`src/sacc_pkg.sv`:
```
// Notes on behaviour
// Software picks a divider that keeps the converter clock below 1 MHz.
// Writing 1 to conversion_start launches a conversion and hardware clears the bit at its end.
// At the end of a conversion the done flag is set and an interrupt request is raised if enabled.
// The done flag clears when software writes 0 to it or writes 1 to conversion_start.
// Each result is 12 bits, built bit by bit in a successive-approximation register.
// The reference select offers the supply and the scaled bandgap as usable references.
// With the bandgap channel selected, software must choose the supply reference.
// The input multiplexer offers 15 sources: inputs 0-9, 12-14, bandgap and quarter supply.
// The multiplexer connects exactly the source encoded in the channel select field.
// Selecting the bandgap channel enables the bandgap generator automatically.
// With bandgap_force_on set, the bandgap generator stays enabled on any channel.
// Software keeps the converter channel apart from any touch-sensing channel.
// One conversion takes 50 converter clock cycles, two per result bit plus sampling.
// Divider select 00/01/10/11 divides the system clock by 32/16/8/4.
// Result bits 11..4 go to the high byte and bits 3..0 to the top of the low byte.
// Channel code 1011 selects the bandgap and 1111 the quarter supply.
// The result registers hold the last result until the next conversion overwrites them.
`default_nettype none
package sacc_pkg;
    localparam int RES_BITS = 12;
    localparam int CONV_CYCLES = 50;
    localparam int BIT_CYCLES = 2;
    localparam logic [5:0] SAMPLE_CYCLES = 6'(CONV_CYCLES - RES_BITS * BIT_CYCLES);
    localparam logic [5:0] LAST_CYCLE = 6'(CONV_CYCLES - 1);
    localparam logic [3:0] CH_BANDGAP = 4'hB;
    localparam logic [3:0] CH_QUARTER = 4'hF;
    localparam logic [3:0] CH_RESERVED = 4'hA;
    localparam logic [1:0] REF_SUPPLY = 2'h0;
    localparam logic [1:0] REF_BANDGAP = 2'h1;
    localparam logic [3:0] CHSEL_RESET = 4'hF;
    localparam logic [4:0] DIV32_TOP = 5'h1F;
    localparam logic [4:0] DIV16_TOP = 5'h0F;
    localparam logic [4:0] DIV8_TOP = 5'h07;
    localparam logic [4:0] DIV4_TOP = 5'h03;

    typedef enum logic [1:0] {
        SACC_IDLE = 2'b00,
        SACC_SAMPLE = 2'b01,
        SACC_CONVERT = 2'b10
    } sacc_state_t;

    typedef struct packed {
        logic [1:0] clk_div_sel;
        logic [3:0] channel_sel;
        logic [1:0] ref_sel;
        logic bandgap_force_on;
        logic irq_enable;
    } sacc_cfg_t;

    typedef struct packed {
        logic [7:0] result_high_byte;
        logic [7:0] result_low_byte;
        logic conversion_start;
        logic conversion_done_flag;
        logic irq;
        logic busy;
    } sacc_stat_t;

    typedef struct packed {
        logic [15:0] mux_onehot;
        logic ref_use_bandgap;
        logic bandgap_enable;
        logic sample;
        logic [11:0] dac_code;
    } sacc_analog_t;
endpackage : sacc_pkg
`default_nettype wire

```
`src/sacc_top.sv`:
```
`default_nettype none
module sacc_top (
    input wire logic CLK,
    input wire logic RST_N,
    input wire sacc_pkg::sacc_cfg_t CFG,
    input wire logic START_WR1,
    input wire logic START_WR0,
    input wire logic DONE_WR0,
    input wire logic COMP_IN,
    output sacc_pkg::sacc_stat_t STAT,
    output sacc_pkg::sacc_analog_t ANA
);
    import sacc_pkg::*;

    // ***********************************************
    // State
    // ***********************************************
    typedef struct packed {
        sacc_state_t fsm;
        logic [5:0] cyc;
        logic [3:0] bit_idx;
        logic [11:0] sar;
        sacc_stat_t stat;
        sacc_analog_t ana;
    } sacc_st_t;

    sacc_st_t st_q, st_d;
    logic tick;
    logic [11:0] trial;
    logic [15:0] onehot;
    logic finish;

    sacc_clkdiv u_div (
        .CLK(CLK),
        .RST_N(RST_N),
        .div_sel(CFG.clk_div_sel),
        .tick(tick)
    );

    // Reserved code selects nothing rather than a random pin
    always_comb begin
        onehot = 16'h0000;
        if (CFG.channel_sel != CH_RESERVED) begin
            onehot[CFG.channel_sel] = 1'b1;
        end
    end

    assign trial = st_q.sar | (12'h001 << st_q.bit_idx);
    assign finish = tick && st_q.fsm == SACC_CONVERT && st_q.cyc == LAST_CYCLE;

    // ***********************************************
    // Sequencer
    // ***********************************************
    always_comb begin
        st_d = st_q;
        st_d.ana.mux_onehot = onehot;
        st_d.ana.ref_use_bandgap = (CFG.ref_sel == REF_BANDGAP);
        // Auto enable follows the channel; force keeps it up regardless
        st_d.ana.bandgap_enable = (CFG.channel_sel == CH_BANDGAP)
            || CFG.bandgap_force_on;
        if (DONE_WR0) begin
            st_d.stat.conversion_done_flag = 1'b0;
        end
        case (st_q.fsm)
            SACC_IDLE: begin
                if (START_WR1) begin
                    st_d.stat.conversion_start = 1'b1;
                    st_d.stat.conversion_done_flag = 1'b0;
                    st_d.stat.busy = 1'b1;
                    st_d.fsm = SACC_SAMPLE;
                    st_d.cyc = 6'h00;
                    st_d.sar = 12'h000;
                    st_d.bit_idx = 4'(RES_BITS - 1);
                    st_d.ana.sample = 1'b1;
                end
            end
            SACC_SAMPLE: begin
                if (tick) begin
                    st_d.cyc = st_q.cyc + 6'h01;
                    if (st_q.cyc == SAMPLE_CYCLES - 6'h01) begin
                        st_d.fsm = SACC_CONVERT;
                        st_d.ana.sample = 1'b0;
                        st_d.ana.dac_code = trial;
                    end
                end
            end
            SACC_CONVERT: begin
                if (tick) begin
                    st_d.cyc = st_q.cyc + 6'h01;
                    // Odd cycle of each bit pair decides; even one lets the DAC settle
                    if (st_q.cyc[0] != SAMPLE_CYCLES[0]) begin
                        st_d.sar = COMP_IN ? trial : st_q.sar;
                        if (st_q.bit_idx != 4'h0) begin
                            st_d.bit_idx = st_q.bit_idx - 4'h1;
                            st_d.ana.dac_code = (COMP_IN ? trial : st_q.sar)
                                | (12'h001 << (st_q.bit_idx - 4'h1));
                        end
                    end
                    if (finish) begin
                        st_d.fsm = SACC_IDLE;
                        st_d.stat.busy = 1'b0;
                        st_d.stat.conversion_start = 1'b0;
                        st_d.stat.conversion_done_flag = 1'b1;
                        st_d.stat.result_high_byte = st_d.sar[11:4];
                        st_d.stat.result_low_byte = {st_d.sar[3:0], 4'h0};
                    end
                end
            end
            default: st_d.fsm = SACC_IDLE;
        endcase
        // Software abort: no result, results kept
        if (START_WR0 && !START_WR1 && st_q.fsm != SACC_IDLE && !finish) begin
            st_d.fsm = SACC_IDLE;
            st_d.stat.busy = 1'b0;
            st_d.stat.conversion_start = 1'b0;
            st_d.ana.sample = 1'b0;
        end
        st_d.stat.irq = st_d.stat.conversion_done_flag && CFG.irq_enable;
    end

    always_ff @(posedge CLK or negedge RST_N) begin
        if (!RST_N) begin
            st_q <= '0;
            st_q.ana.mux_onehot <= 16'h0001 << CHSEL_RESET;
            st_q.ana.bandgap_enable <= 1'b0;
        end else begin
            st_q <= st_d;
        end
    end

    assign STAT = st_q.stat;
    assign ANA = st_q.ana;

    // ***********************************************
    // Checks
    // ***********************************************
    int unsigned ticks_q;
    always_ff @(posedge CLK or negedge RST_N) begin
        if (!RST_N) begin
            ticks_q <= 0;
        end else if (st_q.fsm == SACC_IDLE) begin
            ticks_q <= 0;
        end else if (tick) begin
            ticks_q <= ticks_q + 1;
        end
    end

    conv_length_a: assert property (@(posedge CLK) disable iff (!RST_N)
        $fell(st_q.stat.busy) && st_q.stat.conversion_done_flag
        |-> $past(ticks_q) == CONV_CYCLES - 1)
        else $error("conversion length is not 50 converter clocks");
    start_clear_a: assert property (@(posedge CLK) disable iff (!RST_N)
        $rose(st_q.stat.conversion_done_flag) |-> !st_q.stat.conversion_start)
        else $error("start bit still set at end of conversion");
    start_launch_a: assert property (@(posedge CLK) disable iff (!RST_N)
        (st_q.fsm == SACC_IDLE && START_WR1) |=> st_q.stat.conversion_start
        && st_q.fsm == SACC_SAMPLE)
        else $error("start write did not launch");
    done_clear_a: assert property (@(posedge CLK) disable iff (!RST_N)
        (DONE_WR0 && !finish) |=> !st_q.stat.conversion_done_flag)
        else $error("done flag not cleared by write of 0");
    irq_gate_a: assert property (@(posedge CLK) disable iff (!RST_N)
        ##1 st_q.stat.irq == (st_q.stat.conversion_done_flag && $past(CFG.irq_enable)))
        else $error("interrupt request not equal to flag and enable");
    result_hold_a: assert property (@(posedge CLK) disable iff (!RST_N)
        !$past(finish) |-> $stable(st_q.stat.result_high_byte)
        && $stable(st_q.stat.result_low_byte))
        else $error("result changed outside conversion end");
    low_nibble_a: assert property (@(posedge CLK) disable iff (!RST_N)
        st_q.stat.result_low_byte[3:0] == 4'h0)
        else $error("low byte low nibble not zero");
    // Skip the edge after reset: outputs still hold reset values there
    bg_enable_a: assert property (@(posedge CLK) disable iff (!RST_N)
        $past(RST_N) && ($past(CFG.bandgap_force_on) || $past(CFG.channel_sel) == CH_BANDGAP)
        |-> st_q.ana.bandgap_enable)
        else $error("bandgap generator not enabled");
    mux_pick_a: assert property (@(posedge CLK) disable iff (!RST_N)
        ##1 ($past(CFG.channel_sel) == CH_QUARTER) |-> st_q.ana.mux_onehot == 16'h8000)
        else $error("quarter supply not selected");

    // ***********************************************
    // Control and routing checks
    // ***********************************************
    done_set_a: assert property (@(posedge CLK) disable iff (!RST_N)
        finish |=> st_q.stat.conversion_done_flag)
        else $error("done flag not set at end of conversion");
    start_ignore_a: assert property (@(posedge CLK) disable iff (!RST_N)
        (st_q.fsm != SACC_IDLE && START_WR1 && !finish) |=> st_q.stat.busy)
        else $error("start write while busy disturbed the conversion");
    start_busy_a: assert property (@(posedge CLK) disable iff (!RST_N)
        st_q.stat.conversion_start == st_q.stat.busy)
        else $error("start bit and busy disagree");
    abort_stop_a: assert property (@(posedge CLK) disable iff (!RST_N)
        (START_WR0 && !START_WR1 && st_q.stat.busy && !finish)
        |=> !st_q.stat.busy && !st_q.stat.conversion_done_flag)
        else $error("write of 0 did not stop the conversion");
    sample_phase_a: assert property (@(posedge CLK) disable iff (!RST_N)
        st_q.ana.sample |-> st_q.fsm == SACC_SAMPLE)
        else $error("sampling outside the sample phase");
    bg_auto_off_a: assert property (@(posedge CLK) disable iff (!RST_N)
        $past(RST_N) && !$past(CFG.bandgap_force_on) && $past(CFG.channel_sel) != CH_BANDGAP
        |-> !st_q.ana.bandgap_enable)
        else $error("bandgap generator left on");
    mux_exact_a: assert property (@(posedge CLK) disable iff (!RST_N)
        $past(RST_N) && $past(CFG.channel_sel) != CH_RESERVED
        |-> st_q.ana.mux_onehot == (16'h0001 << $past(CFG.channel_sel)))
        else $error("multiplexer does not match channel code");
    ref_pick_a: assert property (@(posedge CLK) disable iff (!RST_N)
        $past(RST_N) |-> st_q.ana.ref_use_bandgap == ($past(CFG.ref_sel) == REF_BANDGAP))
        else $error("reference choice does not match select");
    irq_off_a: assert property (@(posedge CLK) disable iff (!RST_N)
        $past(RST_N) && !$past(CFG.irq_enable) |-> !st_q.stat.irq)
        else $error("interrupt request while disabled");

    // ***********************************************
    // Cover points
    // ***********************************************
    conv_done_c: cover property (@(posedge CLK) disable iff (!RST_N)
        $rose(st_q.stat.conversion_done_flag));
    irq_c: cover property (@(posedge CLK) disable iff (!RST_N) $rose(st_q.stat.irq));
    restart_c: cover property (@(posedge CLK) disable iff (!RST_N)
        st_q.stat.conversion_done_flag && START_WR1);
    abort_c: cover property (@(posedge CLK) disable iff (!RST_N)
        st_q.stat.busy && START_WR0);
    bg_force_c: cover property (@(posedge CLK) disable iff (!RST_N)
        st_q.ana.bandgap_enable && !st_q.ana.mux_onehot[CH_BANDGAP]);
endmodule : sacc_top
`default_nettype wire

```
`src/sacc_clkdiv.sv`:
```
`default_nettype none
module sacc_clkdiv (
    input wire logic CLK,
    input wire logic RST_N,
    input wire logic [1:0] div_sel,
    output logic tick
);
    import sacc_pkg::*;

    typedef struct packed {
        logic [4:0] cnt;
        logic tick;
    } sacc_div_st_t;

    sacc_div_st_t st_q, st_d;
    logic [4:0] top;

    always_comb begin
        case (div_sel)
            2'b00: top = DIV32_TOP;
            2'b01: top = DIV16_TOP;
            2'b10: top = DIV8_TOP;
            default: top = DIV4_TOP;
        endcase
        st_d = st_q;
        st_d.tick = 1'b0;
        if (st_q.cnt >= top) begin
            st_d.cnt = 5'h00;
            st_d.tick = 1'b1;
        end else begin
            st_d.cnt = st_q.cnt + 5'h01;
        end
    end

    always_ff @(posedge CLK or negedge RST_N) begin
        if (!RST_N) begin
            st_q <= '0;
        end else begin
            st_q <= st_d;
        end
    end

    assign tick = st_q.tick;

    // ***********************************************
    // Divider spacing check
    // ***********************************************
    div4_period_a: assert property (@(posedge CLK) disable iff (!RST_N)
        (st_q.tick && div_sel == 2'b11 && $stable(div_sel)) |=> !st_q.tick [*3])
        else $error("divide-by-4 tick came early");
endmodule : sacc_clkdiv
`default_nettype wire

```
`config.mk`:
```
export PLATFORM = sky130hd
export DESIGN_NAME = sacc_top
export DESIGN_NICKNAME = d
export VERILOG_FILES = /design/src/sacc_pkg.sv /design/src/sacc_top.sv /design/src/sacc_clkdiv.sv
export SDC_FILE = /design/constraint.sdc
export NUM_CORES = 1
export LEC_CHECK = 0
export BUFFER_PORTS_ARGS = -buffer_cell sky130_fd_sc_hd__buf_2
export CORE_MARGIN = 4
export CORE_UTILIZATION = 55
export CTS_CLUSTER_SIZE = 16
export DETAILED_ROUTE_END_ITERATION = 12
export GPL_ROUTABILITY_DRIVEN = 1
export GPL_TIMING_DRIVEN = 0
export HOLD_SLACK_MARGIN = 0.06
export PLACE_DENSITY = 0.84
export RECOVER_POWER = 50
export SLEW_MARGIN = 10
export SYNTH_ARGS = -nofsm -noshare
export SYNTH_HDL_FRONTEND = slang
export SYNTH_SLANG_ARGS = --single-unit
```
`constraint.sdc`:
```
create_clock -name CLK -period 2.1 [get_ports CLK]
set_input_delay 0.42 -clock CLK [delete_from_list [all_inputs] [get_ports CLK]]
set_output_delay 0.42 -clock CLK [all_outputs]
set_load 0.02 [all_outputs]
```
# [Word level (Yosys, flattened, before mapping)]
# Cells that the tools add are included.
[totals] regBits=77 in_bits=16 out_inout_bits=51 elab_cells=110
[op_classes] add_sub_neg=3 magnitude_cmp=3 n_eq_ne=20 n_shift=2 muxes=36 n_bitwise=2 n_reduce_logical=27
[ops] operator="$mux 12" count=4
[ops] operator="$mux 42" count=1
[ops] operator="$mux 16" count=2
[ops] operator="$pmux 16 s2" count=1
[ops] operator="$mux 13" count=2
[ops] operator="$mux 24" count=1
[ops] operator="$or 12x12->12" count=2
[ops] operator="$pmux 12 s2" count=1
[ops] operator="$shl 1x4->12 const A" count=2
[ops] operator="$mux 18" count=1
[ops] operator="$pmux 6 s3" count=1
[ops] operator="$pmux 5 s3" count=1
[ops] operator="$reduce_and 4->1" count=3
[ops] operator="$reduce_and 5->1" count=2
[ops] operator="$mux 1" count=9
[ops] operator="$reduce_bool 3->1" count=3
[ops] operator="$mux 2" count=4
[ops] operator="$mux 8" count=1
[ops] operator="$logic_and 1x1->1" count=7
[ops] operator="$add 6x1->6 const B" count=1
[ops] operator="$eq 2x1->1 const B" count=3
[ops] operator="$eq 6x5->1 const B" count=1
[ops] operator="$eq 6x6->1 const B" count=1
[ops] operator="$ne 2x1->1 const B" count=3
[ops] operator="other kinds (25)" count=36

# [Depth between registers and ports, before layout]
[logic_depth] ltp_word=8 ltp_mapped=8 mapped_depth_nobuf=6

# [Cells and area by module]
# Synthesis repeated with hierarchy kept, for this count alone.
[hier_totals] hier_cells=423 hier_area_um2=4324.1
[modules_own_cells] mod="sacc_top" n_inst=1 cells_each=393 area_per_inst_um2=3987.6 seq_area_each_um2=1752.9
[modules_own_cells] mod="sacc_clkdiv" n_inst=1 cells_each=30 area_per_inst_um2=336.6 seq_area_each_um2=150.1

# [Worst setup path after synthesis]
# OpenSTA, ideal clock, no wires.
[synth_timing] path_type="flip-flop to flip-flop" startpoint="reg st_q[63] (netlist bit)" endpoint="reg st_q (netlist bit ANA[11])" setup_ps=125 arrival_ps=1813 path_slack_ps=163 stages_incl_launch_ff=7 path_buffers=0 synth_period_minus_slack_ps=1937 cell_sequence="dfrtp_1 inv_1 ha_1 and4_2 a32o_1 or3_1 mux2_2"
[synth_between] elab_chain_len=8 word_cells_on_any_way=15
[synth_rtl] item="start: declaration" line_no="sacc_top.sv:27" source="sacc_st_t st_q, st_d;"
[synth_rtl] item="start signal: assignment" line_no="sacc_top.sv:127" source="st_q <= st_d;"
[synth_rtl] item="branches (longest 8 deep; another with $sub 4x1->4)"
# Several ways; the timed one is not identified. The select of a mux whose other input is x is not followed.
# A chain may end at the register's enable or synchronous reset.

# [Worst setup path in the final report]
[layout_timing] startpoint="reg st_q[73] (netlist bit)" endpoint="reg st_q (netlist bit ANA[11])"
[layout_between] elab_chain_len=3 word_cells_on_any_way=10
[layout_rtl] item="$eq 2x1->1 / $eq 2x2->1 (equally long branches)" line_no="sacc_top.sv:64" source="case (st_q.fsm)"
[layout_rtl] item="$ne 2x2->1 (no line), or another cell as far along"
[layout_rtl] item="$reduce_and 6->1 (no line)"
# Parallel ways exist; a longest one is shown, timed or not.

==> metrics.txt <==
Clock Path Buffers=2; worst vdd ir=605 µV; vias per cell=5.64; YS warnings=0; Total GRT Usage=21.1%; RSZ-0062 raised after global routing=no; PwrDens=1100 nW/µm²; DRC errors left=0; H-tree depth=3; Yosys top cell area share=43.6%; register bit total from synthesis=76; most frequent cell after synthesis=dfrtp_1; Routed Antenna Nets=0; most frequent cells after synthesis=dfrtp_1, buf_4, nand2_1; Routed WL per cell=15.8 µm; outcome=complete, no violations; final worst slack=95.8 ps; ys async rst share=100%; gpl congestion=0.895; total gr overflow=0; core area=7690 µm²; total wire length=9660 µm; mapped cell area=4310 µm²; Slowest Stage Delay on Critical Path=410 ps; Ant. Diodes=0; element type at the critical path end=register; Die Wd=96.5 µm; Area Overhead vs Synth=17.9%; Synth area leader=dfrtp_1; CTS tree=built; DRT iter0 DRCs=336; Inserted Clock Buffers=9; worst hold path class=in -> reg; # port buffers=60; worst hold stages=2; Post-synth EDFFs=0; drt first pass iters=6; slew at the pin closest to its max-slew limit=948 ps; Sequential cell area=1910 µm²; distinct cell type count after synthesis=68; top-level I/O count=67; largest net degree at the start of global routing=62; initial core utilization=56.1%; f_max=499 MHz; Vias=3454; Setup CP Type=reg -> reg; CP required=2330 ps; Leak=2.44 nW; CP max-delay cell=dfrtp_1; Pins Over Slew Limit=0; global-route wire length before repair=15200 µm; Place WS=-117 ps; multi-input logic area=1920 µm²; Sink Count=76; top_reg_cell synth=dfrtp_1; vias in the first global route=3256; Final Critical Period=2000 ps; WHS=219 ps; cells along the critical path=inv_1 -> ha_2 -> nand2b_2 -> buf_6 -> a32o_1 -> or3_1 -> mux2_2; root buffer cell=clkbuf_8; post-route insts no fill=612; Max-Cap Viols=0; register area share after synthesis=44.2%; Design Power=5.57 mW; final period utilization=95.4%; placed cells=593; Filler cells=624; critical path peak fanout=10; clock transition at the registers of the reported paths=80 ps; die area=9320 µm²; Max-Slew Margin vs Limit=36.8%; Worst-Skew Late Latency=350 ps; critical path startpoint category=register; Die Y=96.5 µm; critical path data arrival time=2240 ps; share of layout cells above drive strength 1=35.5%; Worst Clk Skew=14.1 ps; initial antenna violation count=0; syn_area_per_cell=10.1 µm²; Util after Layout=66.1%; Fin. Hold Viols=0; nets=537; Final HPWL DP=6890 µm; Syn Inst Count=426; Synth area leaders=dfrtp_1, buf_4, ha_1; worst-case reg-to-reg path depth=7; row cnt=32; Final setup viols=0
[sequential cells by signal (all words and copies together) (netlist names)]
register	count
ANA	30
STAT	16
st_q	24
u_div.st_q	5
u_div.tick	1
[per-stage QoR]
step | setup TNS, ps | cell area, µm²
4_1_cts | 0 | 5050
2_1_floorplan | 0 | 4320
3_5_place_dp | -366 | 4780
5_1_grt | 0 | 5080
6_report | 0 | 5080
3_3_place_gp | -223 | 4750
[cell usage in the layout, fill, tap and decap left out, drive strengths merged, types with 4 or more instances in the layout]
master / n
nor2b: 6
a221o: 6
a31o: 4
inv: 13
a21oi: 21
buf: 118
or2: 4
nor2: 13
a21o: 5
ha: 16
clkbuf: 25
a22o: 16
a211oi: 4
nand3: 15
nor3: 12
conb: 5
mux2: 12
nand2b: 12
o21ai: 28
nand2: 33
dfrtp: 75
[metal layers]
layer / vias up / routed length [µm] / track usage (%)
met5: - / 0 / 0
met4: 0 / 103 / 5.14
met3: 13 / 481 / 5.03
met2: 115 / 4950 / 35.5
met1: 1701 / 4130 / 27.5
li1: 1625 / - / -
[what timing repair did]
action                                  4_1_cts  5_1_grt
endpoints found under the setup margin        9       29
hold buffers                                  1        0
gates resized for setup                       3       19
hold endpoints to repair                     15        0
setup buffers                                 0        2
[path summary, 6_finish.rpt]
kind                       slack (ps)        to      from
setup / recovery                  100   ANA[11]  st_q[73]
hold / removal                    220   ANA[14]    CFG[3]
setup reg to reg                  100   ANA[11]  st_q[73]
hold reg to reg                   490  STAT[12]  STAT[12]
max in group asynchronous         290  st_q[64]     RST_N
min in group asynchronous         730  STAT[17]     RST_N
[critical path: cells and delay by family, from the launching register on]
family / cells / cell delay (ps)
AO/OA/AOI/OAI: 1 / 240
buffers and inverters: 2 / 260
multiplexers: 1 / 270
flip-flops: 1 / 410
adder cells (fa/ha/maj): 1 / 270
AND/OR/NAND/NOR: 2 / 430
[area by class of cell]
class | count | share of cell area, %
Inverter | 12 | 0.886
Tap cell | 102 | 2.51
Timing Repair Buffer | 64 | 6.40
Multi-Input combinational cell | 271 | 37.8
Clock inverter | 7 | 2.44
Sequential cell | 76 | 37.5
Clock buffer | 9 | 2.44
Buffer | 71 | 10.0
[cell families (layout without fill, tap and decap cells)]
family          count (synthesis)  after routing  share of synthesized area [%]
compound gates                110            110                           17.9
simple gates                  123            123                           16.3
flops                          76             76                           44.2
buf+inv                        83            163                           12.7
xor+xnor                        3              3                          0.610
fa+ha+maj                      16             16                           4.65
other cells                     1              5                         0.0870
mux                            14             14                           3.60
[power breakdown]
group | internal (mW) | total, mW | switching (mW)
clock | 0.798 | 1.38 | 0.579
combinational | 0.972 | 2.38 | 1.41
sequential | 1.65 | 1.81 | 0.159
total | 3.42 | 5.57 | 2.14
(Power assumes the default switching activity.)
